File: config.mk
export PLATFORM = sky130hd
export DESIGN_NAME = ofm_mapper
export DESIGN_NICKNAME = d
export VERILOG_FILES = /design/src/hdl/ofm_pkg.sv /design/src/hdl/ofm_mapper.sv
export SDC_FILE = /design/constraint.sdc
export NUM_CORES = 1
export LEC_CHECK = 0
export ABC_AREA = 1
export BUFFER_PORTS_ARGS = -buffer_cell sky130_fd_sc_hd__buf_2
export CAP_MARGIN = 20
export CELL_PAD_IN_SITES_DETAIL_PLACEMENT = 1
export CELL_PAD_IN_SITES_GLOBAL_PLACEMENT = 1
export CORE_ASPECT_RATIO = 1.2
export CORE_MARGIN = 3
export CORE_UTILIZATION = 25
export CTS_BUF_LIST = sky130_fd_sc_hd__clkbuf_4
export DETAILED_ROUTE_END_ITERATION = 10
export PLACE_DENSITY_LB_ADDON = 0.1
export SETUP_SLACK_MARGIN = 0.2
export SLEW_MARGIN = 5
export SYNTH_ARGS = -nofsm -noshare
export SYNTH_HDL_FRONTEND = slang
export SYNTH_SLANG_ARGS = --single-unit
File: constraint.sdc
create_clock -name clk_sys -period 1.5 [get_ports clk_sys]
set_input_delay 0 -clock clk_sys [delete_from_list [all_inputs] [get_ports clk_sys]]
set_output_delay 0 -clock clk_sys [all_outputs]
set_load 0.02 [all_outputs]
File: src/hdl/ofm_pkg.sv
// constants, carriers and state layout of the option field bit mapper
`default_nettype none
package ofm_pkg;
  // field widths
  localparam int OPT_W  = 16;
  localparam int BANK_W = 4;

  // register offsets on the plain register port
  localparam logic [3:0] OFS_TRQ_MAP = 4'h0;
  localparam logic [3:0] OFS_BNK_MAP = 4'h1;
  localparam logic [3:0] OFS_CTRL    = 4'h2;
  localparam logic [3:0] OFS_STATUS  = 4'h3;

  // values after reset
  localparam logic [15:0] TRQ_MAP_RST = 16'h1f1e;
  localparam logic [15:0] BNK_MAP_RST = 16'h0000;

  // only position digits and enable bits are stored
  localparam logic [15:0] MAP_MASK = 16'h1f1f;

  // digit layout shared by both setup registers
  localparam int POS_LO_LSB = 0;
  localparam int EN_LO_BIT  = 4;
  localparam int POS_HI_LSB = 8;
  localparam int EN_HI_BIT  = 12;

  // highest legal start bit of the bank window
  localparam logic [3:0] BANK_POS_MAX = 4'hc;

  // control and status bits
  localparam int CTRL_RESTART_BIT = 0;
  localparam int ST_PENDING_BIT   = 0;
  localparam int ST_FWD_BIT       = 1;
  localparam int ST_REV_BIT       = 2;
  localparam int ST_LATCH_BIT     = 3;
  localparam int ST_BANK_LSB      = 4;

  // register port request
  typedef struct packed {
    logic [3:0]  addr;
    logic [15:0] wdata;
    logic        wr;
    logic        rd;
  } ofm_bus_type;

  // one received motion command option field
  typedef struct packed {
    logic        valid;
    logic [15:0] option;
  } ofm_cmd_type;

  // decoded internal control signals
  typedef struct packed {
    logic                fwd_ext_torque_limit_sel;
    logic                rev_ext_torque_limit_sel;
    logic [BANK_W-1:0]   gain_bank_select;
    logic                latch_inhibit;
  } ofm_ctl_type;

  // whole state of the mapper
  typedef struct packed {
    logic [15:0] trq_shadow;
    logic [15:0] bnk_shadow;
    logic [15:0] trq_act;
    logic [15:0] bnk_act;
    ofm_ctl_type ctl;
    logic        ctl_valid;
    logic [15:0] rd_data;
  } ofm_state_type;
endpackage
`default_nettype wire

File: src/hdl/ofm_mapper.sv
// option field bit mapper: setup registers and command decode
// What this block does
// RULE1 - position digit k selects option field bit k, k from 0 to 15
// RULE2 - reverse torque limit select comes from the bit its digit names
// RULE3 - reverse torque limit select follows the field only when enabled
// RULE4 - bank select is four consecutive bits starting at its digit
// RULE5 - bank start digit is held to 0..C so the window fits
// RULE6 - bank select is taken from the field only when enabled
// RULE7 - forward and latch use digit plus enable; changes wait for restart
//
// The implementer's own choices: the address-and-strobe port and the placing of the registers.
`default_nettype none
module ofm_mapper
  import ofm_pkg::*;
(
  // clock and reset
  input  wire logic        clk_sys,
  input  wire logic        rst_n,
  // register port
  input  wire ofm_bus_type bus,
  output var  logic [15:0] rd_data,
  // command option field
  input  wire ofm_cmd_type cmd,
  // decoded controls
  output var  ofm_ctl_type ctl,
  output var  logic        ctl_valid
);

  ofm_state_type s_reg;
  ofm_state_type s_next;

  logic restart_req;
  logic [15:0] status_word;

  // stored value of a setup write; bank digit saturates
  // saturating rather than refusing keeps a bad bank write inside the field
  function automatic logic [15:0] filt(
    input logic [15:0] v,
    input logic        is_bank
  );
    logic [15:0] r;
    r = v & MAP_MASK;
    if (is_bank && (r[3:0] > BANK_POS_MAX)) begin
      r[3:0] = BANK_POS_MAX; // see RULE5
    end
    return r;
  endfunction

  // one option bit picked by a 4-bit digit
  function automatic logic pick(
    input logic [15:0] opt,
    input logic [3:0]  pos
  );
    return opt[pos]; // see RULE1
  endfunction

  // four bits starting at a digit
  function automatic logic [3:0] window(
    input logic [15:0] opt,
    input logic [3:0]  pos
  );
    logic [15:0] sh;
    sh = opt >> pos;
    return sh[3:0]; // see RULE4
  endfunction

  // restart strobe from the control register
  assign restart_req = bus.wr && (bus.addr == OFS_CTRL)
                       && bus.wdata[CTRL_RESTART_BIT];

  // status shows pending settings and live controls
  always_comb begin
    status_word = 16'h0000;
    status_word[ST_PENDING_BIT] = (s_reg.trq_shadow != s_reg.trq_act)
                               || (s_reg.bnk_shadow != s_reg.bnk_act);
    status_word[ST_FWD_BIT]   = s_reg.ctl.fwd_ext_torque_limit_sel;
    status_word[ST_REV_BIT]   = s_reg.ctl.rev_ext_torque_limit_sel;
    status_word[ST_LATCH_BIT] = s_reg.ctl.latch_inhibit;
    status_word[ST_BANK_LSB +: BANK_W] = s_reg.ctl.gain_bank_select;
  end

  // next state
  always_comb begin
    s_next = s_reg;
    s_next.ctl_valid = 1'b0;
    s_next.rd_data = 16'h0000;
    // setup writes land in shadows only; decode keeps the old map
    if (bus.wr && (bus.addr == OFS_TRQ_MAP)) begin
      s_next.trq_shadow = filt(bus.wdata, 1'b0); // see RULE7
    end
    if (bus.wr && (bus.addr == OFS_BNK_MAP)) begin
      s_next.bnk_shadow = filt(bus.wdata, 1'b1); // see RULE5
    end
    // reads answer one cycle later; unmapped reads give zero
    if (bus.rd) begin
      unique case (bus.addr)
        OFS_TRQ_MAP: s_next.rd_data = s_reg.trq_shadow;
        OFS_BNK_MAP: s_next.rd_data = s_reg.bnk_shadow;
        OFS_STATUS:  s_next.rd_data = status_word;
        default:     s_next.rd_data = 16'h0000;
      endcase
    end
    if (restart_req) begin
      // restart wins over a command in the same cycle
      s_next.trq_act = s_reg.trq_shadow; // see RULE7
      s_next.bnk_act = s_reg.bnk_shadow; // see RULE7
      s_next.ctl = '0;
    end else if (cmd.valid) begin
      s_next.ctl_valid = 1'b1;
      // forward select, digit plus enable
      if (s_reg.trq_act[EN_LO_BIT]) begin
        s_next.ctl.fwd_ext_torque_limit_sel =
          pick(cmd.option, s_reg.trq_act[POS_LO_LSB +: 4]); // see RULE7
      end else begin
        s_next.ctl.fwd_ext_torque_limit_sel = 1'b0;
      end
      // reverse select, low when disabled
      if (s_reg.trq_act[EN_HI_BIT]) begin
        s_next.ctl.rev_ext_torque_limit_sel =
          pick(cmd.option, s_reg.trq_act[POS_HI_LSB +: 4]); // see RULE2
      end else begin
        s_next.ctl.rev_ext_torque_limit_sel = 1'b0; // see RULE3
      end
      // bank select keeps its value when disabled
      if (s_reg.bnk_act[EN_LO_BIT]) begin
        s_next.ctl.gain_bank_select =
          window(cmd.option, s_reg.bnk_act[POS_LO_LSB +: 4]); // see RULE6
      end
      // latch inhibit, digit plus enable
      if (s_reg.bnk_act[EN_HI_BIT]) begin
        s_next.ctl.latch_inhibit =
          pick(cmd.option, s_reg.bnk_act[POS_HI_LSB +: 4]); // see RULE7
      end else begin
        s_next.ctl.latch_inhibit = 1'b0;
      end
    end
  end

  // state register, synchronous reset
  always_ff @(posedge clk_sys) begin
    if (!rst_n) begin
      s_reg.trq_shadow <= TRQ_MAP_RST;
      s_reg.bnk_shadow <= BNK_MAP_RST;
      s_reg.trq_act    <= TRQ_MAP_RST;
      s_reg.bnk_act    <= BNK_MAP_RST;
      s_reg.ctl        <= '0;
      s_reg.ctl_valid  <= 1'b0;
      s_reg.rd_data    <= 16'h0000;
    end else begin
      s_reg <= s_next;
    end
  end

  // outputs straight from the state flops
  assign rd_data   = s_reg.rd_data;
  assign ctl       = s_reg.ctl;
  assign ctl_valid = s_reg.ctl_valid;

  // checks
  logic cmd_taken;
  assign cmd_taken = cmd.valid && !restart_req;

  chk_digit_selects_bit: assert property ( // see RULE1
    @(posedge clk_sys) disable iff (!rst_n)
    cmd_taken && s_reg.trq_act[EN_LO_BIT]
    |=> ctl.fwd_ext_torque_limit_sel
        == $past(cmd.option[s_reg.trq_act[3:0]]))
  else $error("forward select does not follow its bit");

  chk_rev_bit_pick: assert property ( // see RULE2
    @(posedge clk_sys) disable iff (!rst_n)
    cmd_taken && s_reg.trq_act[EN_HI_BIT]
    |=> ctl.rev_ext_torque_limit_sel
        == $past(cmd.option[s_reg.trq_act[11:8]]))
  else $error("reverse select does not follow its bit");

  chk_rev_disabled_low: assert property ( // see RULE3
    @(posedge clk_sys) disable iff (!rst_n)
    cmd_taken && !s_reg.trq_act[EN_HI_BIT]
    |=> !ctl.rev_ext_torque_limit_sel)
  else $error("disabled reverse select is not low");

  chk_bank_window: assert property ( // see RULE4
    @(posedge clk_sys) disable iff (!rst_n)
    cmd_taken && s_reg.bnk_act[EN_LO_BIT]
    |=> ctl.gain_bank_select
        == 4'($past(cmd.option >> s_reg.bnk_act[3:0])))
  else $error("bank select window is wrong");

  chk_bank_pos_range: assert property ( // see RULE5
    @(posedge clk_sys) disable iff (!rst_n)
    (s_reg.bnk_shadow[3:0] <= BANK_POS_MAX)
    && (s_reg.bnk_act[3:0] <= BANK_POS_MAX))
  else $error("bank start digit above its limit");

  chk_bank_hold_off: assert property ( // see RULE6
    @(posedge clk_sys) disable iff (!rst_n)
    !restart_req && !s_reg.bnk_act[EN_LO_BIT]
    |=> $stable(ctl.gain_bank_select))
  else $error("bank select moved while disabled");

  chk_restart_only: assert property ( // see RULE7
    @(posedge clk_sys) disable iff (!rst_n)
    !restart_req |=> $stable(s_reg.trq_act) && $stable(s_reg.bnk_act))
  else $error("active map changed without restart");

  chk_restart_loads: assert property ( // see RULE7
    @(posedge clk_sys) disable iff (!rst_n)
    restart_req |=> (s_reg.trq_act == $past(s_reg.trq_shadow))
                 && (s_reg.bnk_act == $past(s_reg.bnk_shadow))
                 && !ctl_valid)
  else $error("restart did not load the shadow settings");

  chk_latch_off_low: assert property ( // see RULE7
    @(posedge clk_sys) disable iff (!rst_n)
    cmd_taken && !s_reg.bnk_act[EN_HI_BIT] |=> !ctl.latch_inhibit)
  else $error("disabled latch inhibit is not low");

  // decode checks for the remaining single-bit allocations, the decode pulse and the clear on restart
  chk_fwd_off_low: assert property ( // see RULE7
    @(posedge clk_sys) disable iff (!rst_n)
    cmd_taken && !s_reg.trq_act[EN_LO_BIT]
    |=> !ctl.fwd_ext_torque_limit_sel)
  else $error("disabled forward select is not low");

  chk_latch_bit_pick: assert property ( // see RULE7
    @(posedge clk_sys) disable iff (!rst_n)
    cmd_taken && s_reg.bnk_act[EN_HI_BIT]
    |=> ctl.latch_inhibit
        == $past(cmd.option[s_reg.bnk_act[11:8]]))
  else $error("latch inhibit does not follow its bit");

  chk_cmd_answer: assert property ( // see RULE1
    @(posedge clk_sys) disable iff (!rst_n)
    cmd_taken |=> ctl_valid)
  else $error("taken command gave no decode pulse");

  chk_valid_only_cmd: assert property ( // see RULE1
    @(posedge clk_sys) disable iff (!rst_n)
    !cmd_taken |=> !ctl_valid)
  else $error("decode pulse without a command");

  chk_restart_clears: assert property ( // see RULE7
    @(posedge clk_sys) disable iff (!rst_n)
    restart_req |=> (ctl == '0))
  else $error("restart did not clear the decoded controls");

  // setup register and read port checks
  chk_trq_write_mask: assert property ( // see RULE7
    @(posedge clk_sys) disable iff (!rst_n)
    bus.wr && (bus.addr == OFS_TRQ_MAP)
    |=> s_reg.trq_shadow == ($past(bus.wdata) & MAP_MASK))
  else $error("torque map write stored the wrong value");

  chk_map_write_only: assert property ( // see RULE7
    @(posedge clk_sys) disable iff (!rst_n)
    !(bus.wr && (bus.addr == OFS_TRQ_MAP))
    && !(bus.wr && (bus.addr == OFS_BNK_MAP))
    |=> $stable(s_reg.trq_shadow) && $stable(s_reg.bnk_shadow))
  else $error("setup shadow changed without a write");

  chk_bank_saturate: assert property ( // see RULE5
    @(posedge clk_sys) disable iff (!rst_n)
    bus.wr && (bus.addr == OFS_BNK_MAP) && (bus.wdata[3:0] > BANK_POS_MAX)
    |=> s_reg.bnk_shadow[3:0] == BANK_POS_MAX)
  else $error("bank start digit not held at its limit");

  chk_rd_idle_zero: assert property ( // see RULE7
    @(posedge clk_sys) disable iff (!rst_n)
    !bus.rd |=> (rd_data == 16'h0000))
  else $error("read data stand outside the read answer");

  chk_rd_map_data: assert property ( // see RULE7
    @(posedge clk_sys) disable iff (!rst_n)
    bus.rd && (bus.addr == OFS_BNK_MAP)
    |=> rd_data == $past(s_reg.bnk_shadow))
  else $error("bank map read gave the wrong data");

  cov_bank_top: cover property (
    @(posedge clk_sys) disable iff (!rst_n)
    cmd_taken && s_reg.bnk_act[EN_LO_BIT]
    && (s_reg.bnk_act[3:0] == BANK_POS_MAX));

  cov_write_restart_cmd: cover property (
    @(posedge clk_sys) disable iff (!rst_n)
    (bus.wr && bus.addr == OFS_BNK_MAP) ##[1:4] restart_req
    ##[1:4] cmd_taken);

  cov_rev_high: cover property (
    @(posedge clk_sys) disable iff (!rst_n)
    ctl_valid && ctl.rev_ext_torque_limit_sel);

  // covers for the latch path and for status reads with pending settings
  cov_latch_high: cover property (
    @(posedge clk_sys) disable iff (!rst_n)
    ctl_valid && ctl.latch_inhibit);

  cov_status_read: cover property (
    @(posedge clk_sys) disable iff (!rst_n)
    bus.rd && (bus.addr == OFS_STATUS) && status_word[ST_PENDING_BIT]);

endmodule
`default_nettype wire

After elaboration in Yosys (flattened, before gate mapping)
Cells that the tools add are included.

word-level totals
  output and inout port bits = 24
  bits of input ports = 41
  register bits = 64
  word-level logic and storage cells = 42

cells by class
  order comparisons = 4
  reductions and logical operators = 9
  shift operators = 1
  eq/ne operators = 5
  mux-type cells = 12
  bitwise gates (word level) = 1

operators by type and width
  operator            number
  $pmux 13 s3         1
  $ne 10x10->1        2
  $shr 16x4->4        1
  $lt 4x5->1 const B  3
  $bmux 1 s4          3
  $eq 4x2->1 const B  2
  $mux 1              7
  $eq 4x1->1 const B  1
  $gt 4x4->1 const B  1
  $logic_and 1x1->1   4
  $logic_not 4->1     1
  $mux 4              1
  $reduce_and 2->1    2
  $reduce_or 2->1     1
  $logic_or 1x1->1    1
  $not 1->1           1

Longest topological paths before layout
Gate-level depths: netlist of run 1.

  word-level depth = 4
  gate-level depth with buffers = 10
  depth with buffers taken out = 9

Least setup slack after synthesis of run 1
OpenSTA, ideal clock, no wires.

  path kind = register -> register
  from = reg s_reg[26] (netlist bit)
  to = reg, netlist name rd_data[0]
  stages on the path, launching flop included = 11
  setup time = 123 ps
  arrival time = 1043 ps
  setup slack = 334 ps
  path buffers = 1
  required time = 1377 ps
  clock period less this slack = 1166 ps
  path through = dfxtp_1 inv_2 buf_2 nand2_1 nand2_1 nor2_1 nand2_1 nor2_1 nand3_1 nand2_1 a21oi_1

on the way
  cells in the longest elaborated chain, start to end = 3

ends and longest elaborated chain
  what                      line               RTL
  start: declaration        ofm_mapper.sv:29   ofm_state_type s_reg;
  start signal: assignment  ofm_mapper.sv:150  s_reg <= s_next;
  $ne 10x10->1              ofm_mapper.sv:75   || (s_reg.bnk_shadow != s_reg.bnk_act);
  $logic_or 1x1->1          ofm_mapper.sv:75
  $pmux 13 s3               ofm_mapper.sv:96   unique case (bus.addr)

Every way passes these cells.
A chain may end at the register's enable or synchronous reset.

Worst setup path after layout of run 1
  from = reg s_reg[24] (netlist bit)
  to = reg, netlist name ctl[4]

on the way
  cells in the longest elaborated chain, start to end = 1

ends and longest elaborated chain
  what          line              RTL
  $shr 16x4->4  ofm_mapper.sv:63  sh = opt >> pos;

Every way passes these cells.

==> metrics.csv, run 1 <==
metric;value;unit
Hold Path Sink;s_reg[56];
DRT iter0 DRCs;185;
clk_lat worst skew;410;ps
switching part of the total;30.8;%
Finish-stage setup viols;0;
I/O pin count;65;
r2r startpoint;s_reg[24];
WS Path Type;reg -> reg;
asr flop ratio synth;0;%
Max Buffers Root-to-Sink;2;
min Tclk post-route;1310;ps
sw power;0.000965;W
Hold Worst Slack;40.7;ps
Die Height;138;µm
RSZ-0062 raised after global routing;yes;
commonest register cell after synthesis;dfxtp_1;
initial antenna violation count;1;
DR vias;3768;
Distinct cells, synth;31;
ordered list of cells on the worst path;clkbuf_16 -> nand2_1 -> o21ai_2 -> nand2_1 -> nand3_1 -> nand2_1 -> nand3_1 -> a21oi_1;
largest net degree at the start of global routing;30;
Clk pin slew, worst setup/hold paths;110;ps
Routability Congestion;0.831;
cell area after layout;4450;µm²
fmax;766;MHz
# Max-Cap Violations;0;
final net count;671;
Largest register FFs;40;
CTS root buffer;clkbuf_4;
sequential area share after synthesis;33.4;%
CTS sink cnt;61;
hold path depth;5;
Synth top area share;33.4;%
top cells by area, synth;dfxtp_1 33%, nand2_1 19%, nand3_1 7.9%;
syn_area_per_cell;6.40;µm²
Vias/cell;4.67;
Crit. End Element;register;
# Post-CTS Setup Buffers;0;
count of port buffers added during placement;55;
Synth area leader;dfxtp_1;
CTS tree;built;
HPWL after DPL;10000;µm
Hold Crit Class;in -> reg;
FP Rows;47;
worst path required time;1810;ps
first-pass GRT wire length;20300;µm
Seq cells post-synth;61;
share of cells above drive strength 1;23.8;%
setup TNS;0;ps
core area;14100;µm²
VDD IR max;0.273;mV
area delta synth->final;21.8;%
Flop pwr share;53.3;%
commonest non-fill, non-tap cell in the layout;nand2_1;
Worst Hold Launch;bus[1];
Pwr Density;705;nW/µm²
cell mode on critical path;nand2_1;
CP Max Fanout;14;
clock network fraction of total power;31.0;%
drt total wl;12700;µm
CP delay by family, top;simple AND/OR/NAND/NOR gates;
outcome;finished, final reports clean;
gr usage total;16.1;%
Initial Utilization;26.0;%
Routed Antenna Nets;0;
Pleak;2.12;nW
worst reg2reg path endpoint;ctl[4];
number of global-route vias before repair;3886;
Post-synth EDFFs;0;
full die area;16100;µm²
cells on worst reg2reg path;8;
Comb pwr share;15.7;%
H-tree levels;3;
average wire per cell in the routed design;15.8;µm
final hold violations;0;
DRC viols;0;
fin crit share;87.0;%
total clock buffers created by CTS;9;
R2R Setup Slk;190;ps
placed inst area;3980;µm²
Initial DRT Pass Iterations;4;
Crit-path slowest cell;dfxtp_4;
grt ovf;0;
clk_skew;16.6;ps
Critical Path AT;1610;ps
Syn Std Cell Area;3650;µm²
Int Pwr;0.00217;W
Largest stage delay, worst path;420;ps
Buf/Inv on CP;1;
Synth warnings;0;
chip width;116;µm
most frequent cells in the layout;178 x nand2_1, 58 x nand3_1, 57 x inv_1, 55 x buf_2, 48 x a21oi_1;
type of origin of the critical path;register;
Max Slew Vio Count;0;
Fillers;1796;
Cells after Synth;571;
## stage by stage
step	total power [W]	setup slack, ps	utilization, %	instances
final	0.00314	195	31.6	807
after global routing	0.00334	128	31.6	807
after CTS	0.00318	174	30.3	804
after detailed placement	0.00216	101	28.3	771
after global placement	0.00215	88.4	28.3	771
after floorplan	0.00199	334	-	573
## layer usage
| metal | part of all wire (%) | wire (µm) | vias to the layer above | GRT usage [%] |
|---|---|---|---|---|
| li1 | - | - | 1935 | - |
| met1 | 47 | 5970 | 1773 | 20.9 |
| met3 | 2.1 | 269 | 12 | 2.32 |
| met2 | 50 | 6310 | 48 | 27.0 |
| met4 | 1.4 | 172 | 0 | 5.38 |
| met5 | 0 | 0 | - | 0 |
## logic make-up (layout without fill, tap and decap cells)
family / count (synthesis) / count (layout) / share of synthesized area [%]
and+or+nand+nor: 275 / 275 / 32.6
AOI/OAI and AO/OA: 117 / 117 / 17.5
buffers and inverters: 113 / 175 / 15.3
DFF: 61 / 61 / 33.4
xor gates and xnor gates: 4 / 4 / 0.959
other: 1 / 4 / 0.103
## timing repair
action	in CTS	in global routing
pin swaps	0	7
gates resized for setup	11	53
endpoints found under the hold margin	28	0
cloned	0	2
setup endpoints to repair	5	8
hold buffers	17	0
## synthesized netlist by cell type (2+ instances only)
master	n
nand2_1	181
dfxtp_1	61
inv_1	59
nand3_1	58
a21oi_1	49
o21ai_0	34
buf_4	24
nor2_1	24
o21ai_1	16
buf_2	11
inv_2	10
o211ai_1	8
inv_4	4
o221ai_1	4
buf_6	3
nand3_4	3
xnor2_1	3
a31oi_1	2
clkbuf_1	2
nand2_4	2
nor2_2	2
or2_0	2
## tightest hold or removal path: stages
cell	delay, ps
buf_2	140
nand2_1	90
inv_2	60
nand3_1	80
a21oi_1	60
## power groups by stage
stage / Combinational [W] / Sequential [W] / Clock, W
after floorplan: 0.000285 / 0.00170 / 0
after global placement: 0.000445 / 0.00171 / 0
after detailed placement: 0.000447 / 0.00171 / 0
after CTS: 0.000478 / 0.00167 / 0.00103
after global routing: 0.000557 / 0.00168 / 0.00111
final: 0.000494 / 0.00167 / 0.000972
## worst max path at each step
stage | cells past startpoint | from | to
2_1_floorplan | 10 | s_reg[26] | rd_data[0]
3_3_place_gp | 7 | s_reg[24] | ctl[2]
3_5_place_dp | 7 | s_reg[24] | ctl[2]
4_1_cts | 10 | s_reg[24] | rd_data[0]
5_1_grt | 8 | s_reg[24] | ctl[4]
6_report | 8 | s_reg[24] | ctl[4]
## cell type report
cell class / instances / area [µm²] / share of cell area, %
inverters: 73 / 294 / 6.61
repair buffers: 86 / 598 / 13.4
clock buffers: 10 / 75.1 / 1.69
clock inverters: 6 / 30.0 / 0.675
diodes: 1 / 2.50 / 0.0563
multi-input cells: 399 / 1980 / 44.6
well taps: 171 / 214 / 4.81
flip-flops and latches: 61 / 1250 / 28.1
No activity file was read; power rests on OpenSTA's default activity.
==> run 2, diff against run 1 <==
CORE_UTILIZATION = 40   (was 25)
SKIP_LAST_GASP = 1   (was default)
==> run 2 against run 1 <==
Register-to-register slack worse by 20 ps. Critical endpoint is now ctl[1]. Utilization up 18 points. Highest routed layer unchanged. Combinational power about the same. Clock skew up 5.9 ps. Clock-buffer cell count down 1.
==> metrics.csv, run 2 (same netlist as run 1, synthesis figures left out) <==
metric;value;unit;change
first-pass GRT wire length;19700;µm;was 20300 µm
Largest stage delay, worst path;390;ps;was 420 ps
fmax;755;MHz;was 766 MHz
Vias/cell;5.16;;was 4.67
core area;8750;µm²;was 14100 µm²
fin crit share;88.3;%;was 87.0%
Initial Utilization;41.7;%;was 26.0%
Critical Path AT;1640;ps;was 1610 ps
setup TNS;0;ps;unchanged
CTS tree;built;;unchanged
total clock buffers created by CTS;9;;unchanged
gr usage total;24.0;%;was 16.1%
cell area after layout;4330;µm²;was 4450 µm²
full die area;10300;µm²;was 16100 µm²
CTS sink cnt;61;;unchanged
# Max-Cap Violations;0;;unchanged
Crit. End Element;register;;unchanged
chip width;93.2;µm;was 116 µm
CP Max Fanout;14;;unchanged
Routability Congestion;0.892;;was 0.831
CP delay by family, top;flip-flops;;was simple AND/OR/NAND/NOR gates
clock network fraction of total power;32.3;%;was 31.0%
placed inst area;3890;µm²;was 3980 µm²
crit path to;ctl[1];;was ctl[4]
DR vias;3888;;was 3768
Max Slew Vio Count;0;;unchanged
Flop pwr share;52.3;%;was 53.3%
Buf/Inv on CP;1;;unchanged
R2R Setup Slk;180;ps;was 190 ps
Hold Crit Class;in -> reg;;unchanged
largest net degree at the start of global routing;30;;unchanged
HPWL after DPL;9090;µm;was 10000 µm
RSZ-0062 raised after global routing;yes;;unchanged
final hold violations;0;;unchanged
clk_lat worst skew;420;ps;was 410 ps
WS Path Type;reg -> reg;;unchanged
number of global-route vias before repair;3925;;was 3886
VDD IR max;0.474;mV;was 0.273 mV
worst setup path startpoint;s_reg[24];;unchanged
H-tree levels;3;;unchanged
Routed Antenna Nets;0;;unchanged
pre-CTS WS;113;ps;was 101 ps
Finish-stage setup viols;0;;unchanged
Pleak;2.12;nW;about the same
count of port buffers added during placement;55;;unchanged
Hold Worst Slack;42.2;ps;was 40.7 ps
final net count;672;;was 671
Clk pin slew, worst setup/hold paths;120;ps;was 110 ps
drt total wl;12000;µm;was 12700 µm
average wire per cell in the routed design;16.0;µm;was 15.8 µm
cells on worst reg2reg path;7;;was 8
cell mode on critical path;nand2_1;;unchanged
I/O pin count;65;;unchanged
outcome;finished, final reports clean;;unchanged
DRT iter0 DRCs;210;;was 185
Max Buffers Root-to-Sink;2;;unchanged
grt ovf;0;;unchanged
type of origin of the critical path;register;;unchanged
worst reg2reg path endpoint;ctl[1];;was ctl[4]
CP Depth;7;;was 8
Pwr Density;735;nW/µm²;was 705 nW/µm²
Int Pwr;0.00217;W;about the same
Initial DRT Pass Iterations;4;;unchanged
final setup margin;176;ps;was 195 ps
Tot Pwr;0.00319;W;was 0.00314 W
FP Rows;37;;was 47
CTS root buffer;clkbuf_4;;unchanged
most frequent cells in the layout;178 x nand2_1, 58 x inv_1, 58 x nand3_1, 54 x buf_2, 52 x dfxtp_1;;was 178 x nand2_1, 58 x nand3_1, 57 x inv_1, 55 x buf_2, 48 x a21oi_1
commonest non-fill, non-tap cell in the layout;nand2_1;;unchanged
worst path required time;1810;ps;about the same
clk_skew;22.5;ps;was 16.6 ps
area delta synth->final;18.7;%;was 21.8%
Crit-path slowest cell;dfxtp_4;;unchanged
initial antenna violation count;0;;was 1
min Tclk post-route;1320;ps;was 1310 ps
sw power;0.00101;W;was 0.000965 W
switching part of the total;31.8;%;was 30.8%
r2r startpoint;s_reg[24];;unchanged
DRC viols;0;;unchanged
Largest register FFs;40;;unchanged
Diodes inserted;0;;was 1
Die Height;111;µm;was 138 µm
share of cells above drive strength 1;20.8;%;was 23.8%
Comb pwr share;15.4;%;was 15.7%
ordered list of cells on the worst path;clkbuf_16 -> o21ai_1 -> nand2_1 -> nand3_1 -> o211ai_1 -> nand2_1 -> a21oi_1;;was clkbuf_16 -> nand2_1 -> o21ai_2 -> nand2_1 -> nand3_1 -> nand2_1 -> nand3_1 -> a21oi_1
run 2: tightest hold or removal path: stages:
cell,delay [ps]
buf_2,100
nand2_1,250
a21oi_1,70
run 2: timing repair:
item | CTS | global route
endpoints found under the setup margin | 6 | 11
endpoints found under the hold margin | 28 | 0
hold buffers | 18 | 0
buffers inserted | 0 | 3
resized for setup | 7 | 36
cloned | 0 | 2
pin swaps | 0 | 7
run 2: cell type report:
class	instances	area (µm²)
fillers	1206	4420
multi-input cells	399	1930
flip-flops and latches	61	1240
repair buffers	87	612
inverters	73	294
well taps	117	146
clock buffers	9	67.6
clock inverters	7	48.8
run 2: power groups by stage:
stage	Combinational (W)	Sequential [W]	Clock (W)
floorplan	0.000285	0.00170	0
global placement	0.000428	0.00171	0
detailed placement	0.000440	0.00171	0
CTS	0.000474	0.00167	0.00107
global route	0.000547	0.00167	0.00115
finish	0.000491	0.00167	0.00103
run 2: worst min-delay path by stage:
stage                  from    endpoint  slack (ps)  cells after the start
floorplan            bus[6]   s_reg[76]         110                      2
global placement    bus[10]   s_reg[80]         210                      3
detailed placement  bus[10]   s_reg[80]         220                      3
CTS                 bus[20]   s_reg[26]          20                      4
global route        bus[20]   s_reg[25]          60                      4
finish               bus[0]  rd_data[0]          40                      3
run 2: metrics by stage:
step,std cells,utilization [%]
after floorplan,573,-
after global placement,715,44.5
after detailed placement,715,44.5
after CTS,749,48.0
after global routing,753,49.5
final,753,49.5
run 2: routing by layer:
layer	global-route usage [%]	wire length, µm	up-vias
li1	-	-	1935
met1	29.5	5190	1876
met2	42.2	6280	60
met3	3.33	325	17
met4	8.50	218	0
met5	0	0	-
